**config.mk**
```make
export PLATFORM = sky130hd
export DESIGN_NAME = iedt_top
export DESIGN_NICKNAME = d
export VERILOG_FILES = /design/src/design/iedt_pkg.sv /design/src/design/iedt_dbc_if.sv /design/src/design/iedt_debounce.sv /design/src/design/iedt_step_timer.sv /design/src/design/iedt_top.sv
export VERILOG_INCLUDE_DIRS = /design/src /design/src/design
export SDC_FILE = /design/constraint.sdc
export NUM_CORES = 1
export LEC_CHECK = 0
export BUFFER_PORTS_ARGS = -buffer_cell sky130_fd_sc_hd__buf_4
export CAP_MARGIN = 5
export CORE_ASPECT_RATIO = 0.8
export CORE_UTILIZATION = 60
export DETAILED_ROUTE_END_ITERATION = 10
export PLACE_DENSITY = 0.81
export SLEW_MARGIN = 20
export SYNTH_ARGS = -nofsm -noshare
export SYNTH_HDL_FRONTEND = slang
export SYNTH_SLANG_ARGS = --single-unit
```
**constraint.sdc**
```tcl
create_clock -name core_clk -period 4.9 [get_ports core_clk]
set_input_delay 1.225 -clock core_clk [delete_from_list [all_inputs] [get_ports core_clk]]
set_output_delay 1.225 -clock core_clk [all_outputs]
set_load 0.01 [all_outputs]
```
**src/design/iedt_defines.svh**
```systemverilog
// Register offsets, field positions, reset values and timing figures of the
// inertial event debounce block. Assumes inclusion by bare name.
`ifndef IEDT_DEFINES_SVH
`define IEDT_DEFINES_SVH

// ==========================================================================
// Register offsets
`define IEDT_OFS_FF_THS 8'h17
`define IEDT_OFS_FF_CNT 8'h18
`define IEDT_OFS_TR_CFG 8'h1D
`define IEDT_OFS_TR_SRC 8'h1E
`define IEDT_OFS_TR_THS 8'h1F
`define IEDT_OFS_TR_CNT 8'h20

// ==========================================================================
// Field positions
`define IEDT_THS_MODE_BIT 7
`define IEDT_THS_MSB 6
`define IEDT_CFG_LATCH_BIT 4
`define IEDT_CFG_ZEN_BIT 3
`define IEDT_CFG_YEN_BIT 2
`define IEDT_CFG_XEN_BIT 1
`define IEDT_CFG_BYP_BIT 0
`define IEDT_CFG_MSB 4
`define IEDT_SRC_EA_BIT 6

// ==========================================================================
// Reset values
`define IEDT_RST_BYTE 8'h00
`define IEDT_RST_CFG 5'h00
`define IEDT_RST_FLAGS 3'h0

// ==========================================================================
// Threshold limits, 0.063 g per count
`define IEDT_THS_FULL_MAX 7'h7F
`define IEDT_THS_LOWNOISE_MAX 7'h3F

// ==========================================================================
// Oversampling mode codes
`define IEDT_OS_NORMAL 2'h0
`define IEDT_OS_LOW_NOISE_LOW_POWER_MODE 2'h1
`define IEDT_OS_HIRES 2'h2
`define IEDT_OS_LOWPWR 2'h3

// ==========================================================================
// Time step: base 1.25 ms, doubled per rate code up to code 4, capped per mode
`define IEDT_STEP_BASE_US 1250
`define IEDT_CLK_PERIOD_NS 25
`define IEDT_CAP_NORMAL 3'h4
`define IEDT_CAP_LOW_NOISE_LOW_POWER_MODE 3'h6
`define IEDT_CAP_HIRES 3'h1
`define IEDT_CAP_LOWPWR 3'h7

`endif

```
**src/design/iedt_pkg.sv**
```systemverilog
// Types shared by the inertial event debounce block.
// Assumes iedt_defines.svh compiled alongside.
package iedt_pkg;

  // ========================================================================
  // Debounce counter state
  typedef struct packed {
    logic [7:0] count;
    logic hit;
  } iedt_dbc_state_type;

  // ========================================================================
  // Step timer state
  typedef struct packed {
    logic [15:0] unit_cnt;
    logic [7:0] mult_cnt;
    logic step;
  } iedt_step_state_type;

  // ========================================================================
  // Top state
  typedef struct packed {
    logic [7:0] ff_ths;
    logic [7:0] ff_cnt;
    logic [4:0] tr_cfg;
    logic [7:0] tr_ths;
    logic [7:0] tr_cnt;
    logic [2:0] tr_flag;
    logic [2:0] tr_pol;
    logic tr_ea;
    logic [2:0] ff_exceed;
    logic [2:0] tr_exceed;
    logic [2:0] tr_sign;
    logic [7:0] rdata;
  } iedt_top_state_type;

endpackage : iedt_pkg

```
**src/design/iedt_dbc_if.sv**
```systemverilog
// Carrier between the top and one debounce counter.
// Assumes one clock domain; no clocking block.
interface iedt_dbc_if;
  logic step;
  logic cond;
  logic clear_mode;
  logic clear;
  logic [7:0] target;
  logic [7:0] count;
  logic hit;

  modport ctrl (output step, output cond, output clear_mode, output clear,
    output target, input count, input hit);
  modport dbc (input step, input cond, input clear_mode, input clear,
    input target, output count, output hit);
endinterface : iedt_dbc_if

```
**src/design/iedt_debounce.sv**
```systemverilog
// One debounce counter with selectable clear or decrement mode.
// Assumes step is a one-cycle pulse on core_clk.
`include "iedt_defines.svh"
module iedt_debounce
  import iedt_pkg::*;
(
  // Clock and reset
  input wire logic core_clk,
  input wire logic rstn,
  // Control and result
  iedt_dbc_if.dbc bus
);
  import iedt_pkg::*;

  iedt_dbc_state_type st_r;
  iedt_dbc_state_type st_nxt;
  logic [7:0] next_cnt;

  // ========================================================================
  // Count logic
  always_comb begin
    st_nxt = st_r;
    next_cnt = st_r.count;
    if (bus.cond) begin
      if (st_r.count < bus.target) begin
        next_cnt = st_r.count + 8'h01;
      end else begin
        next_cnt = bus.target;
      end
    end else if (bus.clear_mode) begin
      next_cnt = `IEDT_RST_BYTE;
    end else if (st_r.count != `IEDT_RST_BYTE) begin
      next_cnt = st_r.count - 8'h01;
    end
    if (bus.clear) begin
      // A clear restarts the delay before a new event can form
      st_nxt.count = `IEDT_RST_BYTE;
      st_nxt.hit = 1'b0;
    end else if (bus.step) begin
      st_nxt.count = next_cnt;
      st_nxt.hit = bus.cond && (next_cnt == bus.target);
    end
  end

  always_ff @(posedge core_clk or negedge rstn) begin
    if (!rstn) begin
      st_r <= '0;
    end else begin
      st_r <= st_nxt;
    end
  end

  assign bus.count = st_r.count;
  assign bus.hit = st_r.hit;

endmodule : iedt_debounce

```
**src/design/iedt_step_timer.sv**
```systemverilog
// Debounce time step generator: base period times a power of two.
// Assumes shift is stable between steps; a change takes effect next wrap.
module iedt_step_timer
  import iedt_pkg::*;
#(
  parameter int UNIT_CYCLES = 50000
) (
  // Clock and reset
  input wire logic core_clk,
  input wire logic rstn,
  // Step length as a power of two of the base period
  input wire logic [2:0] shift,
  // One-cycle step pulse
  output logic step
);
  import iedt_pkg::*;

  initial begin
    if (UNIT_CYCLES < 1 || UNIT_CYCLES > 65536) begin
      $error("UNIT_CYCLES out of range");
    end
  end

  localparam logic [15:0] UNIT_LAST = 16'(UNIT_CYCLES - 1);

  iedt_step_state_type st_r;
  iedt_step_state_type st_nxt;
  logic [7:0] mult_last;

  // ========================================================================
  // Two-level divider
  always_comb begin
    st_nxt = st_r;
    mult_last = 8'((9'h001 << shift) - 9'h001);
    st_nxt.step = 1'b0;
    if (st_r.unit_cnt >= UNIT_LAST) begin
      st_nxt.unit_cnt = 16'h0000;
      if (st_r.mult_cnt >= mult_last) begin
        st_nxt.mult_cnt = 8'h00;
        st_nxt.step = 1'b1;
      end else begin
        st_nxt.mult_cnt = st_r.mult_cnt + 8'h01;
      end
    end else begin
      st_nxt.unit_cnt = st_r.unit_cnt + 16'h0001;
    end
  end

  always_ff @(posedge core_clk or negedge rstn) begin
    if (!rstn) begin
      st_r <= '0;
    end else begin
      st_r <= st_nxt;
    end
  end

  assign step = st_r.step;

endmodule : iedt_step_timer

```
**src/design/iedt_top.sv**
```systemverilog
// Freefall/motion and transient debounce logic with its registers.
// Assumes samples come from logic on core_clk and the register port is
// driven by the serial slave on the same clock.
`include "iedt_defines.svh"
module iedt_top
  import iedt_pkg::*;
#(
  parameter int STEP_UNIT_CYCLES = (`IEDT_STEP_BASE_US * 1000) / `IEDT_CLK_PERIOD_NS
) (
  // Clock and reset
  input wire logic core_clk,
  input wire logic rstn,
  // Register port
  input wire logic [7:0] reg_addr,
  input wire logic reg_wr,
  input wire logic [7:0] reg_wdata,
  input wire logic reg_rd,
  output logic [7:0] reg_rdata,
  // Acceleration samples, signed, 0.063 g per count
  input wire logic sample_valid,
  input wire logic signed [7:0] accel_x,
  input wire logic signed [7:0] accel_y,
  input wire logic signed [7:0] accel_z,
  input wire logic signed [7:0] hpf_x,
  input wire logic signed [7:0] hpf_y,
  input wire logic signed [7:0] hpf_z,
  // System settings
  input wire logic [2:0] output_sample_rate,
  input wire logic [1:0] oversample_mode,
  input wire logic low_noise_enable,
  // Freefall/motion configuration
  input wire logic [2:0] ff_axis_enable,
  input wire logic ff_motion_select,
  // Events
  output logic ff_motion_event,
  output logic transient_irq
);
  import iedt_pkg::*;

  initial begin
    if (STEP_UNIT_CYCLES < 1 || STEP_UNIT_CYCLES > 65536) begin
      $error("STEP_UNIT_CYCLES out of range");
    end
  end

  iedt_top_state_type st_r;
  iedt_top_state_type st_nxt;

  iedt_dbc_if ff_dbc ();
  iedt_dbc_if tr_dbc ();

  logic step;
  logic [2:0] step_shift;
  logic [2:0] mode_cap;
  logic [6:0] ff_ths_eff;
  logic [6:0] tr_ths_eff;
  logic ff_cond;
  logic [2:0] tr_en;
  logic src_read;
  logic [7:0] src_view;
  logic [2:0] tr_new_flag;
  logic [2:0] tr_new_pol;

  // ========================================================================
  // Helpers

  // Saturating magnitude: -128 reads as 127 so the full 8 g span is usable
  function automatic logic [6:0] iedt_mag(input logic signed [7:0] v);
    logic [7:0] a;
    a = v[7] ? 8'(-v) : 8'(v);
    if (a[7]) begin
      iedt_mag = `IEDT_THS_FULL_MAX;
    end else begin
      iedt_mag = a[6:0];
    end
  endfunction : iedt_mag

  function automatic logic [6:0] iedt_cap(input logic [6:0] threshold_field, input logic ln);
    if (ln && threshold_field > `IEDT_THS_LOWNOISE_MAX) begin
      iedt_cap = `IEDT_THS_LOWNOISE_MAX;
    end else begin
      iedt_cap = threshold_field;
    end
  endfunction : iedt_cap

  // ========================================================================
  // Time step selection
  always_comb begin
    case (oversample_mode)
      `IEDT_OS_NORMAL: mode_cap = `IEDT_CAP_NORMAL;
      `IEDT_OS_LOW_NOISE_LOW_POWER_MODE: mode_cap = `IEDT_CAP_LOW_NOISE_LOW_POWER_MODE;
      `IEDT_OS_HIRES: mode_cap = `IEDT_CAP_HIRES;
      `IEDT_OS_LOWPWR: mode_cap = `IEDT_CAP_LOWPWR;
      default: mode_cap = `IEDT_CAP_NORMAL;
    endcase
    // Rate codes 0..4 double the step; 5 skips a factor of two, 6 and 7 share one
    case (output_sample_rate)
      3'h5: step_shift = 3'h6;
      3'h6: step_shift = 3'h7;
      3'h7: step_shift = 3'h7;
      default: step_shift = output_sample_rate;
    endcase
    if (step_shift > mode_cap) begin
      step_shift = mode_cap;
    end
  end

  iedt_step_timer #(
    .UNIT_CYCLES(STEP_UNIT_CYCLES)
  ) u_step (
    .core_clk(core_clk),
    .rstn(rstn),
    .shift(step_shift),
    .step(step)
  );

  // ========================================================================
  // Thresholds and conditions
  assign ff_ths_eff = iedt_cap(st_r.ff_ths[`IEDT_THS_MSB:0], low_noise_enable);
  assign tr_ths_eff = iedt_cap(st_r.tr_ths[`IEDT_THS_MSB:0], low_noise_enable);
  assign tr_en = st_r.tr_cfg[`IEDT_CFG_ZEN_BIT:`IEDT_CFG_XEN_BIT];

  always_comb begin
    if (ff_motion_select) begin
      ff_cond = |(st_r.ff_exceed & ff_axis_enable);
    end else begin
      ff_cond = (ff_axis_enable != 3'h0) && !(|(st_r.ff_exceed & ff_axis_enable));
    end
  end

  // ========================================================================
  // Debounce counters
  assign src_read = reg_rd && (reg_addr == `IEDT_OFS_TR_SRC);

  assign ff_dbc.step = step;
  assign ff_dbc.cond = ff_cond;
  assign ff_dbc.clear_mode = st_r.ff_ths[`IEDT_THS_MODE_BIT];
  assign ff_dbc.clear = 1'b0;
  assign ff_dbc.target = st_r.ff_cnt;

  assign tr_dbc.step = step;
  assign tr_dbc.cond = |(st_r.tr_exceed & tr_en);
  assign tr_dbc.clear_mode = st_r.tr_ths[`IEDT_THS_MODE_BIT];
  // Reading the source restarts the delay before a new transient event
  assign tr_dbc.clear = src_read;
  assign tr_dbc.target = st_r.tr_cnt;

  iedt_debounce u_ff_dbc (
    .core_clk(core_clk),
    .rstn(rstn),
    .bus(ff_dbc.dbc)
  );

  iedt_debounce u_tr_dbc (
    .core_clk(core_clk),
    .rstn(rstn),
    .bus(tr_dbc.dbc)
  );

  // ========================================================================
  // Transient source view
  assign tr_new_flag = st_r.tr_exceed & tr_en;
  assign tr_new_pol = st_r.tr_sign & tr_new_flag;

  always_comb begin
    src_view = `IEDT_RST_BYTE;
    src_view[`IEDT_SRC_EA_BIT] = st_r.tr_ea;
    for (int i = 0; i < 3; i++) begin
      src_view[2 * i + 1] = st_r.tr_flag[i];
      src_view[2 * i] = st_r.tr_pol[i];
    end
  end

  // ========================================================================
  // State update
  always_comb begin
    st_nxt = st_r;

    // Sample capture: magnitudes against thresholds, signs for direction
    if (sample_valid) begin
      st_nxt.ff_exceed[0] = iedt_mag(accel_x) > ff_ths_eff;
      st_nxt.ff_exceed[1] = iedt_mag(accel_y) > ff_ths_eff;
      st_nxt.ff_exceed[2] = iedt_mag(accel_z) > ff_ths_eff;
      if (st_r.tr_cfg[`IEDT_CFG_BYP_BIT]) begin
        st_nxt.tr_exceed[0] = iedt_mag(accel_x) > tr_ths_eff;
        st_nxt.tr_exceed[1] = iedt_mag(accel_y) > tr_ths_eff;
        st_nxt.tr_exceed[2] = iedt_mag(accel_z) > tr_ths_eff;
        st_nxt.tr_sign = {accel_z[7], accel_y[7], accel_x[7]};
      end else begin
        st_nxt.tr_exceed[0] = iedt_mag(hpf_x) > tr_ths_eff;
        st_nxt.tr_exceed[1] = iedt_mag(hpf_y) > tr_ths_eff;
        st_nxt.tr_exceed[2] = iedt_mag(hpf_z) > tr_ths_eff;
        st_nxt.tr_sign = {hpf_z[7], hpf_y[7], hpf_x[7]};
      end
    end

    // Source flags; a read clears the active flag even if an event forms that cycle, only the axis flags of that cycle land
    if (st_r.tr_cfg[`IEDT_CFG_LATCH_BIT]) begin
      if (src_read) begin
        st_nxt.tr_ea = 1'b0;
        st_nxt.tr_flag = tr_new_flag;
        st_nxt.tr_pol = tr_new_pol;
      end else if (st_r.tr_ea) begin
        st_nxt.tr_ea = 1'b1;
        st_nxt.tr_flag = st_r.tr_flag | tr_new_flag;
        for (int i = 0; i < 3; i++) begin
          if (tr_new_flag[i]) begin
            st_nxt.tr_pol[i] = tr_new_pol[i];
          end
        end
      end else begin
        st_nxt.tr_ea = tr_dbc.hit;
        st_nxt.tr_flag = tr_new_flag;
        st_nxt.tr_pol = tr_new_pol;
      end
    end else begin
      // Unlatched: live status; the read also clears the counter, so the active flag stays low until a later step sets it again
      st_nxt.tr_ea = tr_dbc.hit && !src_read;
      st_nxt.tr_flag = tr_new_flag;
      st_nxt.tr_pol = tr_new_pol;
    end

    // Register writes
    if (reg_wr) begin
      case (reg_addr)
        `IEDT_OFS_FF_THS: st_nxt.ff_ths = reg_wdata;
        `IEDT_OFS_FF_CNT: st_nxt.ff_cnt = reg_wdata;
        `IEDT_OFS_TR_CFG: st_nxt.tr_cfg = reg_wdata[`IEDT_CFG_MSB:0];
        `IEDT_OFS_TR_THS: st_nxt.tr_ths = reg_wdata;
        `IEDT_OFS_TR_CNT: st_nxt.tr_cnt = reg_wdata;
        default: st_nxt.rdata = st_r.rdata;
      endcase
    end

    // Register reads; unmapped offsets read zero
    if (reg_rd) begin
      case (reg_addr)
        `IEDT_OFS_FF_THS: st_nxt.rdata = st_r.ff_ths;
        `IEDT_OFS_FF_CNT: st_nxt.rdata = st_r.ff_cnt;
        `IEDT_OFS_TR_CFG: st_nxt.rdata = {3'h0, st_r.tr_cfg};
        `IEDT_OFS_TR_SRC: st_nxt.rdata = src_view;
        `IEDT_OFS_TR_THS: st_nxt.rdata = st_r.tr_ths;
        `IEDT_OFS_TR_CNT: st_nxt.rdata = st_r.tr_cnt;
        default: st_nxt.rdata = `IEDT_RST_BYTE;
      endcase
    end
  end

  always_ff @(posedge core_clk or negedge rstn) begin
    if (!rstn) begin
      st_r.ff_ths <= `IEDT_RST_BYTE;
      st_r.ff_cnt <= `IEDT_RST_BYTE;
      st_r.tr_cfg <= `IEDT_RST_CFG;
      st_r.tr_ths <= `IEDT_RST_BYTE;
      st_r.tr_cnt <= `IEDT_RST_BYTE;
      st_r.tr_flag <= `IEDT_RST_FLAGS;
      st_r.tr_pol <= `IEDT_RST_FLAGS;
      st_r.tr_ea <= 1'b0;
      st_r.ff_exceed <= `IEDT_RST_FLAGS;
      st_r.tr_exceed <= `IEDT_RST_FLAGS;
      st_r.tr_sign <= `IEDT_RST_FLAGS;
      st_r.rdata <= `IEDT_RST_BYTE;
    end else begin
      st_r <= st_nxt;
    end
  end

  // ========================================================================
  // Outputs
  assign reg_rdata = st_r.rdata;
  assign ff_motion_event = ff_dbc.hit;
  assign transient_irq = st_r.tr_ea;

endmodule : iedt_top

```
# Word-level counts from Yosys, hierarchy flattened
# Cells that the tools add are included.
# classes
n_addsub	13
n_mul	0
div	0
magnitude_cmp	16
eq_ne	17
n_shift	1
muxes	55
n_bitwise	4
n_reduce_logical	22
# op_table
operator	count
2-to-1 mux 7 bit	26
2-to-1 mux 8 bit	15
greater-than comparator 7 bit	9
negator 8 bit	6
case mux 8 bit (6 select lines)	1
equality test 8 x 5 -> 1 bit, second input constant	5
adder 8 x 1 -> 8 bit, second input constant	3
subtractor 8 x 1 -> 8 bit, second input constant	3
2-to-1 mux 9 bit	2
adder 16 x 1 -> 16 bit, second input constant	1
equality test 8 bit	2
greater-or-equal comparator 16 bit, second input constant	1
< comparator 8 bit	2
2-to-1 mux 16 bit	1
nonzero test 8 bit	2
greater-than comparator 7 x 6 -> 1 bit, second input constant	2
inequality test 4 x 2 -> 1 bit, second input constant	3
case mux 3 bit (4 select lines)	1
AND reduction 2 bit	5
AND 3 bit	3
equality test 3 bit, second input constant	3
equality test 8 x 6 -> 1 bit, second input constant	1
greater-or-equal comparator 8 bit	1
left shift 1 x 3 -> 8 bit, first input constant	1
15 further kinds	29
# totals
ff_bits	104
latch_bits	0
ramBits	0
mem_bits_ro	0
inputBits	79
out_inout_bits	10
elab_cells	149
mem_count	0

# Longest topological paths before layout
# Gate-level depths: netlist of the first run.
# depth
word_depth	10
depth_mapped	18

# Cells and area by module
# From an unflattened synthesis of the first run, not the netlist that was laid out.
# unflattened
hier_cells	1096
hier_area_um2	9446.6
# modules_own_cells
mod	instances	cells_each	area_per_inst_um2	seq_area_each_um2
iedt_top	1	622	5446.5	1526.5
iedt_debounce	2	159	1222.4	225.2
iedt_step_timer	1	156	1555.2	625.6

# Least setup slack after synthesis of the first run
# No wires, ideal clock.
# synth_path
path_type	input -> register
start	input port output_sample_rate[2]
end	register u_step.st_r[1] in the netlist's numbering
setup_time_ps	65
t_arrival_ps	4618
required_time_ps	4835
slack_ps	216
cell_stages	15
path_cell_list	a21o_1 > ha_1 > nor2b_1 > o21ai_0 > a32oi_1 > mux2_2 > or3_1 > ha_1 > ha_1 > a21o_1 > a21oi_1 > o21ai_0 > o41a_1 > nor2_1 > mux2_2
# synth_via
elab_chain_cells	9
# synth_rtl
item	line_no	text
start, declared	iedt_top.sv:28	input wire logic [2:0] output_sample_rate,
equality test 3 bit	iedt_top.sv:97	case (output_sample_rate)
OR reduction 2 bit (no source line)	--	
case mux 3 bit (2 select lines) *	iedt_top.sv:97	
greater-than comparator 3 bit	iedt_top.sv:103	if (step_shift > mode_cap) begin
2-to-1 mux 3 bit *	iedt_top.sv:103	
left shift 1 x 3 -> 8 bit *	iedt_step_timer.sv:34	mult_last = 8'((9'h001 << shift) - 9'h001);
subtractor 8 x 1 -> 8 bit *	iedt_step_timer.sv:34	
greater-or-equal comparator 8 bit *	iedt_step_timer.sv:38	if (st_r.mult_cnt >= mult_last) begin
2-to-1 mux 8 bit *	iedt_step_timer.sv:38	
end signal, assigned	iedt_step_timer.sv:53	st_r <= st_nxt;
end, declared	iedt_step_timer.sv:26	iedt_step_state_type st_r;
# Every way passes the cells marked *; elsewhere a longest branch is shown, timed or not.
# A chain may end at the register's enable or synchronous reset.

# Worst setup path after layout of the first run
# layout_path
start	input port output_sample_rate[2]
end	register u_step.st_r[6] in the netlist's numbering
# Same word-level chain as after synthesis.

==> results of run 1 <==
[final cells by class]
type	instances	area, sq um	area share
clock buffer	11	232.7	0.02282
clock inverter	4	53.80	0.005275
inverter	51	191.4	0.01877
multi-input combinational	888	6130	0.6010
sequential	104	2603	0.2552
tap	184	230.2	0.02257
timing repair buffer	101	758.2	0.07435
[registers in the layout, indices dropped and copies added, names as in the netlist, 6 cells and up]
signal              flops
st_r                   29
u_step.st_r            24
ff_dbc.target           8
reg_rdata               8
tr_dbc.target           8
u_ff_dbc.bus.count      8
u_tr_dbc.bus.count      8
src_view                6
[cells in the mapped netlist (25+ instances only)]
library cell / instances
a21oi_1: 53
clkbuf_1: 36
dfrtp_1: 104
ha_1: 103
inv_1: 51
mux2_2: 47
nand2_1: 124
nand3_1: 47
nor2_1: 90
nor2b_1: 25
o21ai_0: 83
xnor2_1: 26
xor2_1: 28
[per-stage QoR]
stage / instances / power, mW / hold slack [ns] / utilization / worst slack [ns]
2_1_floorplan: 1092 / 1.314 / 0.4251 / - / 0.2163
3_3_place_gp: 1328 / 1.498 / 0.4454 / 0.6794 / 0.06039
3_5_place_dp: 1328 / 1.521 / 0.4502 / 0.6794 / -0.03878
4_1_cts: 1343 / 2.230 / 0.4595 / 0.6990 / 0.3127
5_1_grt: 1343 / 2.345 / 0.5057 / 0.6990 / 0.03567
6_report: 1343 / 2.230 / 0.4635 / 0.6990 / 0.2943
[cells by family (layout without fill, tap and decap cells)]
group,count (synthesis),in the layout
and+or+nand+nor,396,396
AOI/OAI and AO/OA,271,271
adders and majority gates,103,103
buffers and inverters,100,167
muxes,63,63
other,1,1
DFF,104,104
xor gates and xnor gates,54,54
[critical path, stage by stage]
cell and delay [ns]:
buf_4 0.11, a21o_1 0.18, ha_1 0.29, nor2b_1 0.12, o21ai_0 0.10, a32oi_1 0.36
mux2_2 0.39, or3_1 0.35, ha_1 0.30, ha_1 0.27, a21o_1 0.15, a21oi_1 0.13
o21ai_0 0.10, o41a_1 0.33, buf_4 0.17, o21ai_0 0.17, a22o_1 0.14
[per-layer routing]
metal / wire (microns) / track usage / vias to the layer above
li1: - / - / 4071
met1: 10970 / 0.4366 / 3947
met2: 9946 / 0.4600 / 325
met3: 1783 / 0.05887 / 30
met4: 299 / 0.06740 / 0
met5: 0 / 0 / -
[placed cells by master (no fill, tap or decap), types with 7 or more instances in the layout]
cell type,Yosys,routed
a21o_1,13,13
a21oi_1,53,53
a22o_1,11,11
a31oi_1,20,20
and3_1,19,19
buf_4,8,101
clkbuf_16,0,9
dfrtp_1,104,104
ha_1,103,103
inv_1,51,51
mux2_2,47,47
mux2i_1,16,16
nand2_1,124,124
nand2b_1,18,18
nand3_1,47,47
nand4_1,11,11
nor2_1,90,90
nor2b_1,25,25
nor3_1,16,16
o211ai_1,18,18
o21a_1,16,16
o21ai_0,83,83
o22ai_1,7,7
or3_1,9,9
xnor2_1,26,26
xor2_1,28,28
[path summary, 6_finish.rpt]
kind	to	cells past startpoint	slack [ns]	start
min	u_step.st_r[9]$_DFF_PN0_	1	0.46	u_step.st_r[9]$_DFF_PN0_
max in group asynchronous	u_ff_dbc.bus.count[4]$_DFFE_PN0P_	2	3.15	rstn
min reg2reg	u_step.st_r[9]$_DFF_PN0_	1	0.46	u_step.st_r[9]$_DFF_PN0_
min in group asynchronous	st_r[14]$_DFFE_PN0P_	1	0.94	rstn
max reg2reg	u_tr_dbc.bus.hit$_DFFE_PN0P_	9	2.01	u_tr_dbc.bus.count[0]$_DFFE_PN0P_
max	u_step.st_r[6]$_DFFE_PN0N_	17	0.29	output_sample_rate[2]
[power breakdown]
group          leakage [nW]  switching, mW  internal, mW  total, mW
registers              1.36         0.0350         0.888      0.923
logic                  3.17          0.329         0.265      0.594
clock network         0.132          0.318         0.396      0.714
==> summary.md, run 1 <==
| Metric | Value |
|---|---|
| Clock sinks | between 100 and 150 |
| Cell taking the most area after synthesis | dfrtp_1 |
| Starting Density | 0.6261 |
| Number of antenna violations at the first check in global routing | 0 |
| Run status | finished clean |
| Pin count of the biggest net entering global routing | 61 |
| I/O pins | between 80 and 90 |
| Async SR Flop Fraction | 1.000 |
| Leakage dissipation | roughly 4.7 nW |
| Total die area | between 0.015 and 0.02 sq mm |
| Post-CTS resize count | 0 |
| Synthesized net count | 1274 |
| # hold bufs at CTS | 0 |
| Fraction of synthesized area in multiplexers | 0.07547 |
| Fin area | ~0.01 sq mm |
| Maximum vdd ir drop | 0.1878 mV |
| Source-to-sink clock delay at the later pin of the worst-skew pair | around 0.35 ns |
| Synthesized-area fraction occupied by and/or/nand/nor cells | 0.2107 |
| Final-layout fill cell count | 1214 |
| Antenna violation net count after detailed routing | 0 |
| CTS max path bufs | 2 |
| Layout area overhead | 11.64% |
| Maximum fanout count along the critical path | 7 |
| Wire length reported by the detailed router | about 23000 microns |
| Min cycle time layout | 4.606 ns |
| Startpoint class of the critical path | input port |
| Fraction of final layout cells sized beyond drive strength 1 | 0.1484 |
| Seq/Total Area, Yosys | 0.2849 |
| Sum of negative setup slack | 0 ns |
| Worst relative slew slack | 0.3185 |
| Leading cell types by total area after synthesis | dfrtp_1 (28%), ha_1 (14%), mux2_2 (5.8%), nand2_1 (5.1%), o21ai_0 (4.5%) |
| Vert. Die Dim | between 100 and 150 microns |
| Htree depth | 3 |
| Final setup vio count | 0 |
| Share of the clock period used by the worst path after layout | 0.9399 |
| Endpoint arrival time on the critical path | about 5 ns |
| First-pass GRT wire length | 38070 microns |
| Startpoint-to-endpoint class of the critical path | in -> reg |
| Floorplan row count | 39 |
| Cell area after synthesis | around 0.0091 sq mm |
| Vias in the first global route | between 7000 and 8000 |
| Total overflow reported by the global router | 0 |
| Total clock buffers created by CTS | 9 |
| Avg Vias per Cell | slightly above 6 |
| Tot GR Track Use | 0.2996 |
| Type of destination of the critical path | flip-flop |
| Setup skew after layout | 0.008777 ns |
| Fraction of synthesized cell area taken by the top area cell type | 0.2849 |
| Synthesized flop and latch total | approximately 100 |
| Area inside the core boundary | about 0.015 sq mm |
| Critical path data required time | roughly 5.2 ns |
| Final weighted congestion in routability-driven placement | just over 0.9 |
| Post-synthesis cell type count | 70 |
| Number of enable flip-flop cells after synthesis | 0 |
| Total power divided by cell area | about 220 mW/mm^2 |
| Clock input transition at the sequential cells of the worst setup and hold paths | approximately 0.070 ns |
| Xor-xnor portion of the synthesized cell area | 0.05177 |
| Detailed-route DRC error count | 0 |
| Pins Over Slew Limit | 0 |
| Per-cell routed wire length | 17.12 microns |
| Width of the chip | roughly 140 microns |
| Via count | ~8400 |
| First-pass detailed-route iteration total | 6 |
| Number of nets in the layout | about 1300 |
| Ys flop type | dfrtp_1 |
| Synthesized instance count | around 1100 |
| Mean instance size in the synthesized netlist | between 8 and 9 sq um |
| Hold Crit Class | reg -> reg |
| Upper clock frequency limit | 0.2171 GHz |
| Adder-cell share of the synthesized area | 0.1411 |
| Slew @ Worst Pin | between 1 and 1.5 ns |
| Final Hold Viols | 0 |
| Combinational family with the most area after synthesis | simple AND/OR/NAND/NOR gates |
| Number of antenna cells inserted | 0 |
| Root buffer cell | clkbuf_16 |
| Compound-gate portion of the synthesized area | 0.1902 |
| Number of maximum-capacitance violations | 0 |
| RSZ-0062 raised after global routing | false |
| Post-CTS Setup Bufs | 0 |
| Clock tree from TritonCTS | yes |
| Port-buffer cells | 88 |
| Post-DP HPWL | roughly 18000 microns |
| Warnings, synthesis | 0 |
| Total placed instance area | ~0.01 sq mm |
| Count of routing violations after the opening detailed-route iteration | 620 |
(Power assumes the default switching activity.)
==> inputs of run 2 (changes only) <==
Settings changed: PLACE_DENSITY 0.81 to not set, PLACE_DENSITY_LB_ADDON set to 0.05.
==> run 2 against run 1 <==
Register-to-register slack got worse by 0.11 ns. Power rose by 0.13%. Setup slack improved by 0.024 ns. Design area rose by 0.15%. Combinational power barely moved. Clock power rose by 0.7%. Die area did not move. Wire length fell by 1.2%. Global-route usage rose by 0.52 points. Via count fell by 1.8%. Critical path type unchanged. Largest cell class unchanged. Largest power group unchanged.
==> summary.md, run 2 (same netlist as run 1, synthesis figures left out) <==
| Metric | Value |
|---|---|
| Final-layout fill cell count | 1189 |
| Worst relative slew slack | 0.3455 |
| I/O pins | slightly below 90 |
| Final Worst Setup Slack | approximately 0.32 ns |
| Worst Path Buf+Inv | 2 |
| Area of the multi-input gates | around 0.0061 sq mm |
| Count of routing violations after the opening detailed-route iteration | 580 |
| Clock sinks | 104 |
| Share of the clock period used by the worst path after layout | 0.9351 |
| Total clock buffers created by CTS | 9 |
| CTS max path bufs | 2 |
| First-pass detailed-route iteration total | 5 |
| Floorplan row count | 39 |
| Slew @ Worst Pin | about 0.98 ns |
| Vias in the first global route | approximately 7700 |
| Avg Vias per Cell | ~6.1 |
| Fin area | 0.01021 sq mm |
| Vert. Die Dim | 112.4 microns |
| Wire length reported by the detailed router | ~23000 microns |
| Total placed instance area | 0.009912 sq mm |
| Root buffer cell | clkbuf_16 |
| Final Hold Viols | 0 |
| Critical path data required time | 5.19 ns |
| Maximum fanout count along the critical path | 4 |
| Flip-flop count of the largest register, all copies and words added | 29 |
| Minimum setup slack after placement | -0.1042 ns |
| Width of the chip | around 140 microns |
| Clock tree from TritonCTS | yes |
| Fraction of final layout cells sized beyond drive strength 1 | 0.1516 |
| Kind of cell adding the most delay to the critical path | compound AO/OA/AOI/OAI gates |
| Startpoint class of the critical path | input port |
| Leakage dissipation | roughly 4.7 nW |
| Layout area overhead | 11.81% |
| Biggest registers after layout | st_r: 29 flops, u_step.st_r: 24 flops |
| Source-to-sink clock delay at the later pin of the worst-skew pair | 0.36 ns |
| Area of all sequential standard cells | 0.002603 sq mm |
| Final setup vio count | 0 |
| Hold Crit Class | reg -> reg |
| Area inside the core boundary | approximately 0.015 sq mm |
| Number of nets in the layout | around 1300 |
| Starting Density | 0.6261 |
| Slowest-stage cell, CP | mux2_2 |
| Most frequent standard cell in the layout excluding fill and tap cells | nand2_1 |
| Post-DP HPWL | 17300 microns |
| Pin count of the biggest net entering global routing | 70 |
| First-pass GRT wire length | around 38000 microns |
| Tot GR Track Use | 0.3048 |
| Type of destination of the critical path | flip-flop |
| Via count | 8226 |
| Commonest cells after routing, fill and taps aside | nand2_1 (124), dfrtp_1 (104), ha_1 (103) |
| Total die area | around 0.016 sq mm |
| Htree depth | 3 |
| Min cycle time layout | between 4 and 5 ns |
| Ordered list of cells on the worst path | buf_4 -> a21o_1 -> ha_1 -> nor2b_1 -> o21ai_0 -> a32oi_2 -> mux2_2 -> or3_1 -> ha_1 -> ha_1 -> a21o_1 -> a21oi_1 -> o21ai_0 -> o41a_1 -> buf_4 -> o21ai_0 -> a22o_1 |
| RSZ-0062 raised after global routing | false |
| Maximum single-stage delay on the critical path | around 0.38 ns |
| Startpoint-to-endpoint class of the critical path | in -> reg |
| Final weighted congestion in routability-driven placement | a little over 0.9 |
| Pins Over Slew Limit | 0 |
| Register name with the most flops | st_r |
| Total power divided by cell area | approximately 220 mW/mm^2 |
| Number of antenna cells inserted | 0 |
| Maximum vdd ir drop | about 0.16 mV |
| Clock input transition at the sequential cells of the worst setup and hold paths | ~0.080 ns |
| Run status | finished clean |
| Number of maximum-capacitance violations | 0 |
| Endpoint arrival time on the critical path | 4.88 ns |
| Upper clock frequency limit | approximately 0.22 GHz |
| Antenna violation net count after detailed routing | 0 |
| Number of antenna violations at the first check in global routing | 0 |
| Detailed-route DRC error count | 0 |
| Per-cell routed wire length | 16.90 microns |
| Setup skew after layout | 0.01048 ns |
| Port-buffer cells | 88 |
| Total overflow reported by the global router | 0 |
==> run 2: cell count changes in the layout (fill, tap and decap cells not counted), sizes merged <==
cell / before / now
buf: 101 / 102
clkinv: 0 / 3
inv: 52 / 54
clkinvlp: 2 / 0
clkbuf: 11 / 10
bufinv: 1 / 0
==> run 2: timing repair <==
action,in CTS,in global routing
setup endpoints to repair,0,6
hold buffers,0,0
resized for setup,0,2
buffers inserted,0,0
==> run 2: cell type report <==
cell class	count	area share
tap	184	0.02254
timing repair buffer	102	0.07497
clock buffer	10	0.02242
inverter	51	0.01874
sequential	104	0.2548
clock inverter	6	0.006125
multi-input combinational	888	0.6004
==> run 2: worst paths after layout <==
check	startpoint	end	slack (ns)	cells past startpoint
max in group asynchronous	rstn	u_step.st_r[6]$_DFFE_PN0N_	3.09	2
min in group asynchronous	rstn	u_ff_dbc.bus.count[0]$_DFFE_PN0P_	0.98	1
setup reg to reg	st_r[38]$_DFFE_PN0P_	st_r[12]$_DFFE_PN0P_	1.90	10
hold / removal	u_step.st_r[9]$_DFF_PN0_	u_step.st_r[9]$_DFF_PN0_	0.46	1
hold reg to reg	u_step.st_r[9]$_DFF_PN0_	u_step.st_r[9]$_DFF_PN0_	0.46	1
setup / recovery	output_sample_rate[2]	u_step.st_r[6]$_DFFE_PN0N_	0.32	17
==> run 2: metrics by stage <==
| step | utilization | power, mW | hold WS [ns] | TNS, ns | cells |
|---|---|---|---|---|---|
| after floorplan | - | 1.314 | 0.4251 | 0 | 1092 |
| after global placement | 0.6794 | 1.507 | 0.4450 | -0.2565 | 1329 |
| after detailed placement | 0.6794 | 1.521 | 0.4508 | -0.5258 | 1329 |
| after CTS | 0.6993 | 2.238 | 0.4622 | 0 | 1345 |
| after global routing | 0.7000 | 2.358 | 0.4942 | 0 | 1345 |
| final | 0.7000 | 2.233 | 0.4616 | 0 | 1345 |
==> run 2: where the power goes <==
group          internal, mW  switching, mW
Combinational         0.268          0.324
Clock                 0.359          0.360
Sequential            0.888         0.0344
Total                  1.52          0.718
==> run 2: metal layers <==
layer  share of wire  track usage
met1            0.48       0.4549
met2            0.41       0.4530
met4           0.010      0.05275
met3           0.099      0.07082
met5               0            0
==> run 2: worst register-to-register path: cells and delay by family (launching register included) <==
kind | cells | cell delay, ns
simple gates | 5 | 1.11
flops | 1 | 0.41
fa+ha+maj | 1 | 0.37
compound gates | 4 | 0.97
==> inputs of run 3 (changes only) <==
Settings changed: CELL_PAD_IN_SITES_DETAIL_PLACEMENT set to 1, CELL_PAD_IN_SITES_GLOBAL_PLACEMENT set to 1, CORE_UTILIZATION 60 to 50.
==> run 3 against run 2 <==
Highest routed layer unchanged. Combinational power is 4.7% higher. Critical endpoint is now u_step.st_r[1]$_DFFE_PN0N_. Largest cell class unchanged. Wire length is 20% higher. Sequential power hardly changed.
==> summary.md, run 3 (same netlist as run 1, synthesis figures left out) <==
| Metric | Value |
|---|---|
| Run status | finished clean |
| Leakage dissipation | 4.729 nW |
| Slew @ Worst Pin | ~1.1 ns |
| Starting Density | 0.5192 |
| First-pass detailed-route iteration total | 5 |
| First-pass GRT wire length | 45110 microns |
| Root buffer cell | clkbuf_16 |
| Via count | about 8500 |
| Number of antenna violations at the first check in global routing | 0 |
| Endpoint arrival time on the critical path | 5.01 ns |
| Minimum setup slack after placement | -0.1877 ns |
| Number of nets in the layout | between 1000 and 1500 |
| Source-to-sink clock delay at the later pin of the worst-skew pair | ~0.35 ns |
| Pin count of the biggest net entering global routing | between 60 and 70 |
| Startpoint class of the critical path | input port |
| Vert. Die Dim | approximately 120 microns |
| Final weighted congestion in routability-driven placement | 0.8606 |
| Area inside the core boundary | between 0.015 and 0.02 sq mm |
| Antenna violation net count after detailed routing | 0 |
| Count of routing violations after the opening detailed-route iteration | between 400 and 500 |
| Fraction of final layout cells sized beyond drive strength 1 | 0.1577 |
| Total clock buffers created by CTS | 9 |
| Most frequent standard cell in the layout excluding fill and tap cells | nand2_1 |
| Total power divided by cell area | between 200 and 250 mW/mm^2 |
| Floorplan row count | between 40 and 50 |
| Number of maximum-capacitance violations | 0 |
| Final setup vio count | 0 |
| Htree depth | 3 |
| Min cycle time layout | 4.722 ns |
| Worst relative slew slack | 0.2573 |
| Commonest cells after routing, fill and taps aside | nand2_1 (124), buf_4 (108), dfrtp_1 (104) |
| Flip-flop count of the largest register, all copies and words added | 29 |
| Port-buffer cells | 88 |
| Final Hold Viols | 0 |
| Type of destination of the critical path | flip-flop |
| Vias in the first global route | ~8600 |
| Width of the chip | 153.1 microns |
| Total die area | about 0.019 sq mm |
| Tot GR Track Use | 0.3019 |
| Total overflow reported by the global router | 0 |
| Total placed cells including tap cells | ~1400 |
| Clock input transition at the sequential cells of the worst setup and hold paths | about 0.08 ns |
| Maximum fanout count along the critical path | 4 |
| Final Worst Setup Slack | roughly 0.18 ns |
| Detailed-route DRC error count | 0 |
| Upper clock frequency limit | ~0.21 GHz |
| Hold Crit Class | reg -> reg |
| Register name with the most flops | st_r |
| Startpoint-to-endpoint class of the critical path | in -> reg |
| Number of standard cells in the layout, taps in and fillers out | roughly 1400 |
| Clock sinks | about 100 |
| Post-DP HPWL | a little over 20000 microns |
| Pins Over Slew Limit | 0 |
| Layout area overhead | 13.23% |
| Clock tree from TritonCTS | yes |
| Maximum vdd ir drop | ~0.15 mV |
| Total power | between 2 and 2.5 mW |
| CTS max path bufs | 2 |
| I/O pins | approximately 90 |
| Biggest registers after layout | st_r: 29 flops, u_step.st_r: 24 flops |
| Per-cell routed wire length | approximately 20 microns |
| Final core occ | 0.5879 |
| Critical path data required time | between 5 and 6 ns |
| Setup skew after layout | 0.009869 ns |
| Sum of negative setup slack | 0 ns |
| Avg Vias per Cell | about 6.1 |
| Wire length reported by the detailed router | ~27000 microns |
| Number of antenna cells inserted | 0 |
| Share of the clock period used by the worst path after layout | 0.9636 |
-- run 3: cell types whose count changed in the layout (fill, tap and decap cells not counted), sizes merged --
cell    before  now
buf        102  108
bufinv       0    1
clkbuf      10    9
-- run 3: through the flow --
step                hold slack [ns]  area, sq um
detailed placement           0.4473        10000
finish                       0.4557        10340
global placement             0.4433        10000
CTS                          0.4581        10310
floorplan                    0.4251         9135
global route                 0.4758        10340
-- run 3: timing repair --
item,CTS,global route
endpoints found under the setup margin,0,6
setup buffers,0,2
hold buffers,0,0
resized for setup,0,4
-- run 3: where the power goes --
group          total, mW  switching (mW)  leakage, nW  internal [mW]
logic              0.620           0.348         3.21          0.272
clock network      0.763           0.355        0.155          0.408
registers          0.925          0.0375         1.36          0.888
-- run 3: worst paths after layout --
kind                                          start                    endpoint  slack, ns  depth (start not counted)
min                        u_step.st_r[9]$_DFF_PN0_    u_step.st_r[9]$_DFF_PN0_       0.46                          1
min reg2reg                u_step.st_r[9]$_DFF_PN0_    u_step.st_r[9]$_DFF_PN0_       0.46                          1
max in group asynchronous                      rstn  u_step.st_r[1]$_DFFE_PN0N_       3.06                          2
max                           output_sample_rate[2]  u_step.st_r[1]$_DFFE_PN0N_       0.18                         17
max reg2reg                    st_r[38]$_DFFE_PN0P_        st_r[12]$_DFFE_PN0P_       1.73                         10
min in group asynchronous                      rstn        st_r[15]$_DFFE_PN0P_       0.94                          1
-- run 3: cell type report --
cell class              count  area, sq um
clock buffers               9        225.2
clock inverters             7        88.84
fillers                  2145         7249
inverters                  51        191.4
multi-input cells         888         6143
flip-flops and latches    104         2603
well taps                 225        281.5
repair buffers            108        810.8
-- run 3: critical path: stages --
cell     delay, ns
buf_4         0.11
a21o_1        0.20
ha_1          0.32
nor2b_1       0.14
o21ai_1       0.09
a32oi_2       0.26
mux2_2        0.38
or3_1         0.32
ha_1          0.31
ha_1          0.27
a21o_1        0.17
a21oi_1       0.16
o21ai_0       0.11
o41a_1        0.47
nor2_1        0.17
buf_4         0.16
mux2_2        0.15
-- run 3: layer usage --
layer	vias up	wire [microns]	GRT usage
met5	-	0	0
met4	0	454	0.06692
met3	35	1082	0.04066
met2	193	12640	0.5071
met1	4191	13110	0.4165
li1	4094	-	-
